**config.mk**
```make
export PLATFORM = sky130hd
export DESIGN_NAME = digit_encode_convert_unit
export DESIGN_NICKNAME = d
export VERILOG_FILES = /design/src/digit_encode_convert_pkg.sv /design/src/digit_encode_convert_unit.sv /design/src/digit_lut.sv
export VERILOG_INCLUDE_DIRS = /design/src
export SDC_FILE = /design/constraint.sdc
export NUM_CORES = 1
export LEC_CHECK = 0
export BUFFER_PORTS_ARGS = -buffer_cell sky130_fd_sc_hd__clkbuf_2
export CAP_MARGIN = 20
export CORE_UTILIZATION = 55
export DETAILED_ROUTE_END_ITERATION = 12
export GPL_TIMING_DRIVEN = 0
export HOLD_SLACK_MARGIN = 0.03
export PLACE_DENSITY = 0.7
export SETUP_SLACK_MARGIN = 0.2
export SYNTH_ARGS = -nofsm -noshare
export SYNTH_HDL_FRONTEND = slang
export SYNTH_SLANG_ARGS = --single-unit
```
**constraint.sdc**
```tcl
create_clock -name pclk -period 5.7 [get_ports pclk]
set_input_delay 0.285 -clock pclk [delete_from_list [all_inputs] [get_ports pclk]]
set_output_delay 0.285 -clock pclk [all_outputs]
set_load 0.05 [all_outputs]
```
**src/digit_encode_convert_map.svh**
```systemverilog
`ifndef DIGIT_ENCODE_CONVERT_MAP_SVH
`define DIGIT_ENCODE_CONVERT_MAP_SVH

// ****************************************
// register byte offsets
// ****************************************
`define DEC_OFF_CTRL     12'h000
`define DEC_OFF_DESIG    12'h004
`define DEC_OFF_AREA     12'h008
`define DEC_OFF_SRC0     12'h00c
`define DEC_OFF_SRC1     12'h010
`define DEC_OFF_SRC2     12'h014
`define DEC_OFF_SRC3     12'h018
`define DEC_OFF_RES      12'h01c
`define DEC_OFF_DST0     12'h020
`define DEC_OFF_DST1     12'h024
`define DEC_OFF_DST2     12'h028
`define DEC_OFF_STAT     12'h02c
`define DEC_OFF_INT_STAT 12'h030
`define DEC_OFF_INT_MASK 12'h034

// ****************************************
// field positions
// ****************************************
`define DEC_CTRL_GO      0
`define DEC_CTRL_OP_LO   1
`define DEC_CTRL_EXEC    3
`define DEC_AREA_SRC_LO  0
`define DEC_AREA_DST_LO  8
`define DEC_INT_DONE     0
`define DEC_INT_ERR      1

// ****************************************
// reset values
// ****************************************
`define DEC_RST_AREA_SRC 3'h4
`define DEC_RST_AREA_DST 3'h3
`define DEC_RST_WORD     16'h0000

`endif

```
**src/digit_encode_convert_pkg.sv**
```systemverilog
package digit_encode_convert_pkg;

  typedef enum logic [1:0] {
    OP_NONE   = 2'b00,
    OP_PRIO   = 2'b01,
    OP_SEG    = 2'b10,
    OP_ASCII  = 2'b11
  } op_t;

  typedef enum logic [1:0] {
    PAR_NONE = 2'b00,
    PAR_EVEN = 2'b01,
    PAR_ODD  = 2'b10
  } parity_t;

  typedef enum logic [0:0] {
    ST_IDLE = 1'b0,
    ST_ACK  = 1'b1
  } apb_st_t;

endpackage

```
**src/digit_encode_convert_unit.sv**
```systemverilog
// The register addresses and the APB slave port were decided locally.
`timescale 1ns/1ps
`include "digit_encode_convert_map.svh"


module digit_encode_convert_unit (
  input  wire logic        pclk,       // clock
  input  wire logic        presetn,    // async reset, low active
  input  wire logic        ce,         // clock enable
  input  wire logic        psel,       // apb select
  input  wire logic        penable,    // apb enable
  input  wire logic        pwrite,     // apb direction
  input  wire logic [11:0] paddr,      // apb address
  input  wire logic [31:0] pwdata,     // apb write data
  output logic      [31:0] prdata,     // apb read data
  output logic             pready,     // apb ready
  output logic             pslverr,    // apb error
  output logic             error_flag, // error of last operation
  output logic             irq         // interrupt
);

  // ****************************************
  // state
  // ****************************************
  digit_encode_convert_pkg::apb_st_t st_r;
  digit_encode_convert_pkg::op_t     op_r;
  logic        exec_r;
  logic [15:0] desig_r;
  logic [2:0]  src_room_r;
  logic [2:0]  dst_room_r;
  logic [15:0] src_r [4];
  logic [15:0] res_r;
  logic [15:0] dst_r [3];
  logic [1:0]  int_stat_r;
  logic [1:0]  int_mask_r;
  logic [31:0] prdata_r;
  logic        pready_r;
  logic        pslverr_r;
  logic        error_r;
  logic        irq_r;

  // ****************************************
  // bus decode
  // ****************************************
  wire access  = psel && penable;
  wire take    = access && (st_r == digit_encode_convert_pkg::ST_ACK);
  wire wr_take = take && pwrite;

  function automatic logic hit(input logic [11:0] a, input logic [11:0] off);
    return a == off;
  endfunction

  wire h_ctrl  = hit(paddr, `DEC_OFF_CTRL);
  wire h_desig = hit(paddr, `DEC_OFF_DESIG);
  wire h_area  = hit(paddr, `DEC_OFF_AREA);
  wire h_src0  = hit(paddr, `DEC_OFF_SRC0);
  wire h_src1  = hit(paddr, `DEC_OFF_SRC1);
  wire h_src2  = hit(paddr, `DEC_OFF_SRC2);
  wire h_src3  = hit(paddr, `DEC_OFF_SRC3);
  wire h_res   = hit(paddr, `DEC_OFF_RES);
  wire h_dst0  = hit(paddr, `DEC_OFF_DST0);
  wire h_dst1  = hit(paddr, `DEC_OFF_DST1);
  wire h_dst2  = hit(paddr, `DEC_OFF_DST2);
  wire h_stat  = hit(paddr, `DEC_OFF_STAT);
  wire h_ist   = hit(paddr, `DEC_OFF_INT_STAT);
  wire h_imsk  = hit(paddr, `DEC_OFF_INT_MASK);
  wire mapped  = h_ctrl | h_desig | h_area | h_src0 | h_src1 | h_src2 | h_src3
               | h_res | h_dst0 | h_dst1 | h_dst2 | h_stat | h_ist | h_imsk;

  wire [31:0] rd_mux =
      h_ctrl  ? {28'h0, exec_r, op_r, 1'b0} :
      h_desig ? {16'h0, desig_r} :
      h_area  ? {21'h0, dst_room_r, 5'h0, src_room_r} :
      h_src0  ? {16'h0, src_r[0]} :
      h_src1  ? {16'h0, src_r[1]} :
      h_src2  ? {16'h0, src_r[2]} :
      h_src3  ? {16'h0, src_r[3]} :
      h_res   ? {16'h0, res_r} :
      h_dst0  ? {16'h0, dst_r[0]} :
      h_dst1  ? {16'h0, dst_r[1]} :
      h_dst2  ? {16'h0, dst_r[2]} :
      h_stat  ? {31'h0, error_r} :
      h_ist   ? {30'h0, int_stat_r} :
      h_imsk  ? {30'h0, int_mask_r} : 32'h0000_0000;

  // ****************************************
  // operation start
  // ****************************************
  wire go = wr_take && h_ctrl && pwdata[`DEC_CTRL_GO];
  wire [1:0] go_op   = pwdata[`DEC_CTRL_OP_LO +: 2];
  wire       go_exec = pwdata[`DEC_CTRL_EXEC];
  wire       run     = go && go_exec &&
                       (go_op != 2'(digit_encode_convert_pkg::OP_NONE));

  // ****************************************
  // designator fields
  // ****************************************
  wire [1:0] first = desig_r[1:0];
  wire [1:0] cnt   = desig_r[5:4];   // count minus one
  wire       half  = desig_r[8];
  wire [1:0] par   = desig_r[13:12];
  wire low_ok   = (desig_r[3:2] == 2'b00) && (desig_r[7:6] == 2'b00);
  wire prio_ok  = low_ok && (desig_r[15:8] == 8'h00);
  wire seg_ok   = low_ok && (desig_r[11:9] == 3'h0) && (desig_r[15:12] == 4'h0);
  wire asc_ok   = low_ok && (desig_r[11:9] == 3'h0) && (desig_r[15:14] == 2'b00)
                && (par != 2'b11);

  // ****************************************
  // lanes
  // ****************************************
  logic [7:0] seg_l [4];
  logic [7:0] asc_l [4];
  logic [3:0] msb_l [4];
  logic [1:0] pos_l [4];
  logic       zero_l [4];

  for (genvar i = 0; i < 4; i++) begin : g_lane
    assign pos_l[i] = first + 2'(i);
    digit_lut u_lut (
      .nibble (src_r[0][pos_l[i]*4 +: 4]),
      .word   (src_r[i]),
      .par    (par),
      .seg    (seg_l[i]),
      .ascii_convert_op    (asc_l[i]),
      .msb    (msb_l[i]),
      .zero   (zero_l[i])
    );
  end

  // ****************************************
  // results and errors
  // ****************************************
  wire [2:0] src_need  = {1'b0, cnt} + 3'h1;
  wire [2:0] last_byte = {2'b00, half} + {1'b0, cnt};
  wire [2:0] dst_need  = {1'b0, last_byte[2:1]} + 3'h1;

  digit_encode_convert_pkg::op_t op_sel;
  assign op_sel = digit_encode_convert_pkg::op_t'(go_op);

  logic        any_zero;
  logic [15:0] res_nxt;
  logic [47:0] dst_nxt;

  always_comb begin
    any_zero = 1'b0;
    res_nxt  = res_r;
    dst_nxt  = {dst_r[2], dst_r[1], dst_r[0]};
    for (int i = 0; i < 4; i++) begin
      if (i <= int'(cnt)) begin
        any_zero = any_zero | zero_l[i];
        res_nxt[pos_l[i]*4 +: 4] = msb_l[i];
        if (op_sel == digit_encode_convert_pkg::OP_SEG) begin
          dst_nxt[(int'(half) + i)*8 +: 8] = seg_l[i];
        end else begin
          dst_nxt[(int'(half) + i)*8 +: 8] = asc_l[i];
        end
      end
    end
  end

  wire prio_err = !prio_ok || (src_need > src_room_r) || any_zero;
  wire dst_err  = ((op_sel == digit_encode_convert_pkg::OP_SEG) ? !seg_ok : !asc_ok)
                || (dst_need > dst_room_r);
  wire is_prio  = (op_sel == digit_encode_convert_pkg::OP_PRIO);
  wire op_err   = is_prio ? prio_err : dst_err;

  // ****************************************
  // bus handshake
  // ****************************************
  always_ff @(posedge pclk or negedge presetn) begin
    if (!presetn) begin
      st_r      <= digit_encode_convert_pkg::ST_IDLE;
      pready_r  <= 1'b0;
      pslverr_r <= 1'b0;
      prdata_r  <= 32'h0000_0000;
    end else if (ce) begin
      case (st_r)
        digit_encode_convert_pkg::ST_IDLE: begin
          if (access) begin
            st_r      <= digit_encode_convert_pkg::ST_ACK;
            pready_r  <= 1'b1;
            pslverr_r <= !mapped;
            prdata_r  <= pwrite ? 32'h0000_0000 : rd_mux;
          end
        end
        digit_encode_convert_pkg::ST_ACK: begin
          st_r      <= digit_encode_convert_pkg::ST_IDLE;
          pready_r  <= 1'b0;
          pslverr_r <= 1'b0;
        end
        default: st_r <= digit_encode_convert_pkg::ST_IDLE;
      endcase
    end
  end

  // ****************************************
  // configuration registers
  // ****************************************
  always_ff @(posedge pclk or negedge presetn) begin
    if (!presetn) begin
      op_r       <= digit_encode_convert_pkg::OP_NONE;
      exec_r     <= 1'b0;
      desig_r    <= `DEC_RST_WORD;
      src_room_r <= `DEC_RST_AREA_SRC;
      dst_room_r <= `DEC_RST_AREA_DST;
      int_mask_r <= 2'b00;
      for (int i = 0; i < 4; i++) src_r[i] <= `DEC_RST_WORD;
    end else if (ce && wr_take) begin
      if (h_ctrl) begin
        op_r   <= op_sel;
        exec_r <= go_exec;
      end
      if (h_desig) desig_r <= pwdata[15:0];
      if (h_area) begin
        src_room_r <= pwdata[`DEC_AREA_SRC_LO +: 3];
        dst_room_r <= pwdata[`DEC_AREA_DST_LO +: 3];
      end
      if (h_src0) src_r[0] <= pwdata[15:0];
      if (h_src1) src_r[1] <= pwdata[15:0];
      if (h_src2) src_r[2] <= pwdata[15:0];
      if (h_src3) src_r[3] <= pwdata[15:0];
      if (h_imsk) int_mask_r <= pwdata[1:0];
    end
  end

  // ****************************************
  // result words
  // ****************************************
  always_ff @(posedge pclk or negedge presetn) begin
    if (!presetn) begin
      res_r <= `DEC_RST_WORD;
      for (int i = 0; i < 3; i++) dst_r[i] <= `DEC_RST_WORD;
    end else if (ce) begin
      if (run && !op_err && is_prio) begin
        res_r <= res_nxt;
      end else if (wr_take && h_res) begin
        res_r <= pwdata[15:0];
      end
      if (run && !op_err && !is_prio) begin
        dst_r[0] <= dst_nxt[15:0];
        dst_r[1] <= dst_nxt[31:16];
        dst_r[2] <= dst_nxt[47:32];
      end else if (wr_take) begin
        if (h_dst0) dst_r[0] <= pwdata[15:0];
        if (h_dst1) dst_r[1] <= pwdata[15:0];
        if (h_dst2) dst_r[2] <= pwdata[15:0];
      end
    end
  end

  // ****************************************
  // flags and interrupt
  // ****************************************
  wire [1:0] ev  = {run && op_err, run};
  wire [1:0] w1c = (wr_take && h_ist) ? pwdata[1:0] : 2'b00;
  wire [1:0] ist_nxt = (int_stat_r & ~w1c) | ev;

  always_ff @(posedge pclk or negedge presetn) begin
    if (!presetn) begin
      error_r    <= 1'b0;
      int_stat_r <= 2'b00;
      irq_r      <= 1'b0;
    end else if (ce) begin
      if (run) error_r <= op_err;
      int_stat_r <= ist_nxt;
      irq_r      <= |(ist_nxt & int_mask_r);
    end
  end

  assign prdata     = prdata_r;
  assign pready     = pready_r;
  assign pslverr    = pslverr_r;
  assign error_flag = error_r;
  assign irq        = irq_r;

endmodule

```
**src/digit_lut.sv**
```systemverilog
`timescale 1ns/1ps

// ****************************************
// per-lane code generation
// ****************************************
module digit_lut (
  input  wire logic [3:0]  nibble,    // source digit
  input  wire logic [15:0] word,      // source word for encoding
  input  wire logic [1:0]  par,       // parity mode
  output logic      [7:0]  seg,       // segment code
  output logic      [7:0]  ascii_convert_op,       // ascii code
  output logic      [3:0]  msb,       // highest set bit number
  output logic             zero       // word holds no set bit
);

  logic [6:0] seg7;
  logic [6:0] asc7;
  logic       odd7;

  always_comb begin
    case (nibble)
      4'h0:    seg7 = 7'h3f;
      4'h1:    seg7 = 7'h06;
      4'h2:    seg7 = 7'h5b;
      4'h3:    seg7 = 7'h4f;
      4'h4:    seg7 = 7'h66;
      4'h5:    seg7 = 7'h6d;
      4'h6:    seg7 = 7'h7d;
      4'h7:    seg7 = 7'h27;
      4'h8:    seg7 = 7'h7f;
      4'h9:    seg7 = 7'h6f;
      4'ha:    seg7 = 7'h77;
      4'hb:    seg7 = 7'h7c;
      4'hc:    seg7 = 7'h39;
      4'hd:    seg7 = 7'h5e;
      4'he:    seg7 = 7'h79;
      default: seg7 = 7'h71;
    endcase
  end

  assign seg  = {1'b0, seg7};
  assign asc7 = (nibble < 4'ha) ? (7'h30 + {3'h0, nibble})
                                : (7'h37 + {3'h0, nibble});
  assign odd7 = ^asc7;
  assign ascii_convert_op  = {(par == 2'b01) ? odd7 :
                 (par == 2'b10) ? ~odd7 : 1'b0, asc7};

  always_comb begin
    msb = 4'h0;
    for (int b = 0; b < 16; b++) begin
      if (word[b]) begin
        msb = b[3:0];
      end
    end
  end

  assign zero = (word == 16'h0000);

endmodule

```
==> results of run 1 <==
## flip-flops by register name (all words and copies together), names as in the netlist, 3 cells and up
register,count
desig_r,16
dst_room_r,3
dst_r,48
prdata,16
src_room_r,3
res_r,16
src_r,64
## repair_timing
action | 4_1_cts | 5_1_grt
resized for setup | 0 | 0
hold buffers | 1 | 0
hold endpoints to repair | 67 | 0
setup endpoints to repair | 0 | 0
## worst max-delay path by stage
stage / slack (ns) / to / start / depth (start not counted)
after floorplan: 1.64 / dst_r[47]$_DFFE_PN0P_ / desig_r[0]$_DFFE_PN0P_ / 18
after global placement: 0.81 / dst_r[47]$_DFFE_PN0P_ / desig_r[0]$_DFFE_PN0P_ / 18
after detailed placement: 0.75 / dst_r[47]$_DFFE_PN0P_ / desig_r[0]$_DFFE_PN0P_ / 18
after CTS: 0.71 / dst_r[47]$_DFFE_PN0P_ / desig_r[0]$_DFFE_PN0P_ / 18
after global routing: 0.28 / dst_r[18]$_DFFE_PN0P_ / desig_r[0]$_DFFE_PN0P_ / 15
final: 0.60 / dst_r[18]$_DFFE_PN0P_ / desig_r[0]$_DFFE_PN0P_ / 15
## where the power goes
part           total (mW)  leakage, nW  switching (mW)  internal (mW)
logic               0.262         4.00           0.203         0.0593
registers            1.28         2.32         0.00787           1.27
clock network        1.26        0.294           0.655          0.604
## cell usage in the layout (no fill, tap or decap), types with 25 or more instances in the layout
cell type,count
mux2i_1,27
mux2_2,80
clkbuf_2,44
dfrtp_1,175
nor2_1,119
o21ai_0,94
ha_1,47
a22oi_1,44
nor2b_1,27
nand3_1,29
o22ai_1,25
nand2_1,181
nor3_1,30
inv_1,64
clkbuf_1,73
a21oi_1,104
## layer usage
metal  up-vias  global-route usage  routed length [µm]
met3       227               0.145                7570
met5         -                   0                  31
met4         2               0.285                3920
li1       5908                   -                   -
met1      6666               0.590               21100
met2      1111               0.679               24100
## worst max-delay path: stages, from the launching register on
cell      delay (ns)
dfrtp_1         0.53
buf_6           0.23
buf_2           0.30
inv_1           0.21
ha_1            0.38
buf_2           0.23
mux4_2          0.43
clkbuf_1        0.40
inv_1           0.12
ha_1            0.27
ha_1            0.32
nor2b_1         0.06
o311ai_0        0.86
o21ai_0         0.21
mux2_2          0.32
o21ai_0         0.14
## synthesized netlist by cell type, drive strengths merged, types with 8 or more instances
cell type and n:
mux2i 27, or4 8, xnor2 13, dfrtp 175, a2bb2oi 9, a21o 9
and3 12, a22oi 44, o21ai 100, nor2b 27, a31oi 23, inv 64
ha 47, a222oi 17, o211ai 13, and2 11, o22ai 25, nand2 183
clkbuf 74, a211oi 15, o21bai 8, mux2 81, nor2 119, nand2b 18
nand3 29, o31ai 25, a221oi 12, o22a 8, nor3 36, nor4 22
a21oi 105, mux4 18, buf 48
## final cells by class
type / instances / area, µm² / share of cell area
Multi-Input combinational cell: 1198 / 8140 / 0.553
Inverter: 65 / 244 / 0.0166
Clock inverter: 15 / 206 / 0.0140
Buffer: 122 / 558 / 0.0379
Timing Repair Buffer: 49 / 287 / 0.0195
Clock buffer: 17 / 425 / 0.0289
Sequential cell: 178 / 4460 / 0.303
Tap cell: 319 / 399 / 0.0271
Antenna cell: 1 / 2.50 / 0.000170
## kinds of logic (layout without fill, tap and decap cells)
kind of cell	count (synthesis)	after routing	synth area share
other cells	1	17	0.000281
mux	126	126	0.119
buf+inv	187	268	0.0601
flops	178	178	0.334
simple gates	499	499	0.181
fa+ha+maj	47	47	0.0441
xor+xnor	17	17	0.0112
compound gates	493	493	0.250
## metrics by stage
step           power, mW  std cells   util  setup slack [ns]
4_1_cts             2.78       1961  0.623             0.715
3_5_place_dp        1.56       1928  0.596             0.751
5_1_grt             2.85       1963  0.623             0.278
6_report            2.80       1964  0.623             0.602
2_1_floorplan       1.44       1563      -              1.64
3_3_place_gp        1.55       1925  0.594             0.807
==> out/qor.csv, run 1 <==
metric,value,unit
H-tree depth,4,
"Clk pin slew, worst setup/hold paths",0.09,ns
"top cells by area, synth","dfrtp_1, mux2_2, nand2_1",
Clock Sinks,178,
CTS root buffer,clkbuf_16,
clock tree buffer depth,2,
hold path depth,3,
Post-DRT Antenna Nets,0,
row count,56,
Total Routing Usage GR,0.462,
Final GP Congestion,1.04,
hold path startpoint,penable,
initial antenna violation count,1,
WL per Instance,28.9,µm
Least-Margin Pin Slew,1.22,ns
Crit. End Element,register,
ratio of total power to cell area,190,nW/µm²
Max Freq,0.196,GHz
crit path time final,5.10,ns
"Area growth, synth to finish",10.3,%
PortBufs,43,
yosys warns,0,
skew final,0.0209,ns
final setup vio count,0,
Syn Std Cell Area,13300,µm²
Post-CTS Setup Bufs,0,
Mapped Avg Cell Area,8.62,µm²
r2r setup slk,0.60,ns
first-pass detailed-route iteration total,11,
Initial Utilization,0.565,
Post-synth EDFFs,0,
capturing point of the worst reg2reg path,dst_r[18]$_DFFE_PN0P_,
top cell type's share of synthesized area,0.328,
Maximum Capacitance Violations,0,
1st-iter DRT viols,2001,
crit path kind,reg -> reg,
synth unique cells,85,
Via density,7.08,
Worst EP required,6.08,ns
number of global-route vias before repair,12800,
placed wire-length estimate,42500,µm
unrepaired setup endpoints after global routing,no,
sequential cell area fraction in the yosys report,0.334,
"Clk Latency, worst-skew pair",0.46,ns
Final nets,1728,
reg2reg start,desig_r[0]$_DFFE_PN0P_,
dominant synthesized flop cell,dfrtp_1,
CP max FO,11,
VDD IR-drop max,209,µV
Yosys reg bits,178,
core box area,23600,µm²
asr flop ratio synth,1.00,
IO Pins,86,
hold slack,0.147,ns
final worst path period share,0.894,
post-route setup TNS,0,ns
cell taking the most area after synthesis,dfrtp_1,
area post-placement,14100,µm²
hold crit path type,in -> reg,
Die Ht,158,µm
die width,158,µm
max-slew headroom at the worst pin,0.183,
fillcell total,2136,
final slew viol count,0,
final instance area,14700,µm²
Die ar.,24900,µm²
largest net degree at the start of global routing,109,
r2r worst-path depth,15,
Leak,6.62,nW
Inserted Clock Buffers,17,
grt ovf,0,
first-pass GRT wire length,81900,µm
Hold EP,pready$_DFFE_PN0P_,
WL final,56700,µm
share of cells above drive strength 1,0.151,
status,finished clean,
final hold viol count,0,
via count,13900,
TritonCTS clock tree,yes,
Startpoint Class,register,
DRC,0,
CP arrival,5.47,ns
Synth Instances,1548,
Note: power is estimated with default switching activity, not from simulation.
==> run 2: changes to the inputs <==
Settings changed: CORE_ASPECT_RATIO from default to 0.75.
==> run 2 against run 1 <==
  * Flip-flop and latch count unchanged
  * Clock skew shrank 0.0037 ns
  * Sequential share of layout area hardly changed
  * First-iteration DRC count up 12%
  * Global-route usage down 0.33 points
  * Hold slack better by 0.016 ns
  * Sequential power about the same
  * Critical path depth rose by 3
==> out/qor.csv, run 2 (synthesis results as in run 1) <==
metric,value,unit
hold path depth,3,
IO Pins,86,
"Clk Latency, worst-skew pair",0.46,ns
PostCTS Resize Cnt,0,
share of cells above drive strength 1,0.152,
H-tree depth,4,
final hold viol count,0,
Inserted Clock Buffers,17,
row count,48,
CP max FO,11,
WL final,56600,µm
max FFs per register,64,
initial antenna violation count,1,
status,finished clean,
grt ovf,0,
final setup vio count,0,
clock tree buffer depth,2,
final slew viol count,0,
Post-DRT Antenna Nets,0,
Max Freq,0.203,GHz
hold crit path type,in -> reg,
1st-iter DRT viols,2237,
Die ar.,24900,µm²
VDD IR-drop max,213,µV
ratio of total power to cell area,194,nW/µm²
Final nets,1730,
Die Ht,137,µm
Via density,7.19,
top flop regs,"src_r (64), dst_r (48)",
largest net degree at the start of global routing,106,
first-pass detailed-route iteration total,9,
Total Routing Usage GR,0.459,
Least-Margin Pin Slew,1.13,ns
"Clk pin slew, worst setup/hold paths",0.07,ns
Maximum Capacitance Violations,0,
Setup WS pre-CTS,0.610,ns
reg2reg start,desig_r[0]$_DFFE_PN0P_,
CTS root buffer,clkbuf_16,
Post-CTS Setup Bufs,0,
Hold EP,pready$_DFFE_PN0P_,
max-slew headroom at the worst pin,0.236,
TritonCTS clock tree,yes,
Startpoint Class,register,
post-route setup TNS,0,ns
Worst setup startpoint,desig_r[0]$_DFFE_PN0P_,
core box area,23400,µm²
via count,14000,
r2r worst-path depth,18,
final worst path period share,0.866,
crit path kind,reg -> reg,
register name with the most flops,src_r,
number of global-route vias before repair,12700,
Final GP Congestion,1.04,
"commonest non-fill, non-tap cell in the layout",nand2_1,
Finished Layout Cells,1947,
DRC,0,
skew final,0.0172,ns
placed wire-length estimate,42500,µm
capturing point of the worst reg2reg path,dst_r[47]$_DFFE_PN0P_,
CP arrival,5.26,ns
Clock Sinks,178,
hold path startpoint,penable,
Initial Utilization,0.570,
Crit. End Element,register,
r2r setup slk,0.76,ns
WL per Instance,29.0,µm
first-pass GRT wire length,82100,µm
Cell Count Post-Placement,1910,
CTS Hold Bufs,1,
Leak,6.64,nW
die width,182,µm
PnR worst setup slack,0.762,ns
Tot Pwr,2.85,mW
unrepaired setup endpoints after global routing,no,
PortBufs,43,
"Area growth, synth to finish",10.2,%
"commonest non-fill, non-tap cells in the layout","nand2_1, dfrtp_1, nor2_1, a21oi_1, o21ai_0",
Worst EP required,6.02,ns
crit path time final,4.94,ns
fillcell total,2081,
==> run 2: cell types whose count changed in the layout (fill, tap and decap cells not counted), moves of 2 or more <==
cell / before / now
bufinv_16: 0 / 3
inv_6: 1 / 6
clkinv_8: 8 / 0
inv_12: 2 / 0
==> run 2: area by class of cell <==
type / count / area [µm²] / area share
multi-input cells: 1198 / 8140 / 0.553
diodes: 1 / 2.50 / 0.000170
clock inverters: 14 / 189 / 0.0128
well taps: 300 / 375 / 0.0255
repair buffers: 51 / 303 / 0.0206
flip-flops and latches: 178 / 4460 / 0.303
inverters: 65 / 244 / 0.0166
plain buffers: 122 / 558 / 0.0379
clock buffers: 18 / 439 / 0.0299
==> run 2: where the power goes <==
part	internal, mW	switching, mW
combinational	0.0603	0.202
clock	0.718	0.589
sequential	1.27	0.00710
==> run 2: through the flow <==
stage                util  hold slack (ns)  area (µm²)
detailed placement  0.600            0.336       14000
floorplan               -          -0.0106       13400
global placement    0.597            0.461       14000
finish              0.628            0.163       14700
global route        0.628            0.234       14700
CTS                 0.627            0.154       14700
==> run 2: how the worst max path moves through the flow <==
stage,depth (start not counted),end
2_1_floorplan,18,dst_r[47]$_DFFE_PN0P_
3_3_place_gp,15,dst_r[18]$_DFFE_PN0P_
3_5_place_dp,15,dst_r[18]$_DFFE_PN0P_
4_1_cts,15,dst_r[18]$_DFFE_PN0P_
5_1_grt,18,dst_r[47]$_DFFE_PN0P_
6_report,18,dst_r[47]$_DFFE_PN0P_
==> run 2: layer usage <==
| layer | track usage | up-vias | wire length [µm] | share of wire |
|---|---|---|---|---|
| li1 | - | 5910 | - | - |
| met1 | 0.634 | 6736 | 22500 | 0.40 |
| met2 | 0.610 | 1149 | 21700 | 0.38 |
| met3 | 0.216 | 197 | 9870 | 0.17 |
| met4 | 0.183 | 4 | 2380 | 0.042 |
| met5 | 0 | - | 31 | 0.00055 |
==> run 2: worst max-delay path, stage by stage (launching register included) <==
cell	delay (ns)
dfrtp_1	0.52
buf_6	0.23
buf_2	0.29
inv_1	0.20
ha_1	0.36
buf_2	0.29
mux4_2	0.60
clkbuf_1	0.27
inv_1	0.15
ha_1	0.20
ha_1	0.26
xnor2_1	0.13
nand2_1	0.06
o211ai_1	0.10
xnor2_1	0.32
mux2i_1	0.30
o2bb2ai_1	0.09
a221oi_1	0.33
o31ai_1	0.10
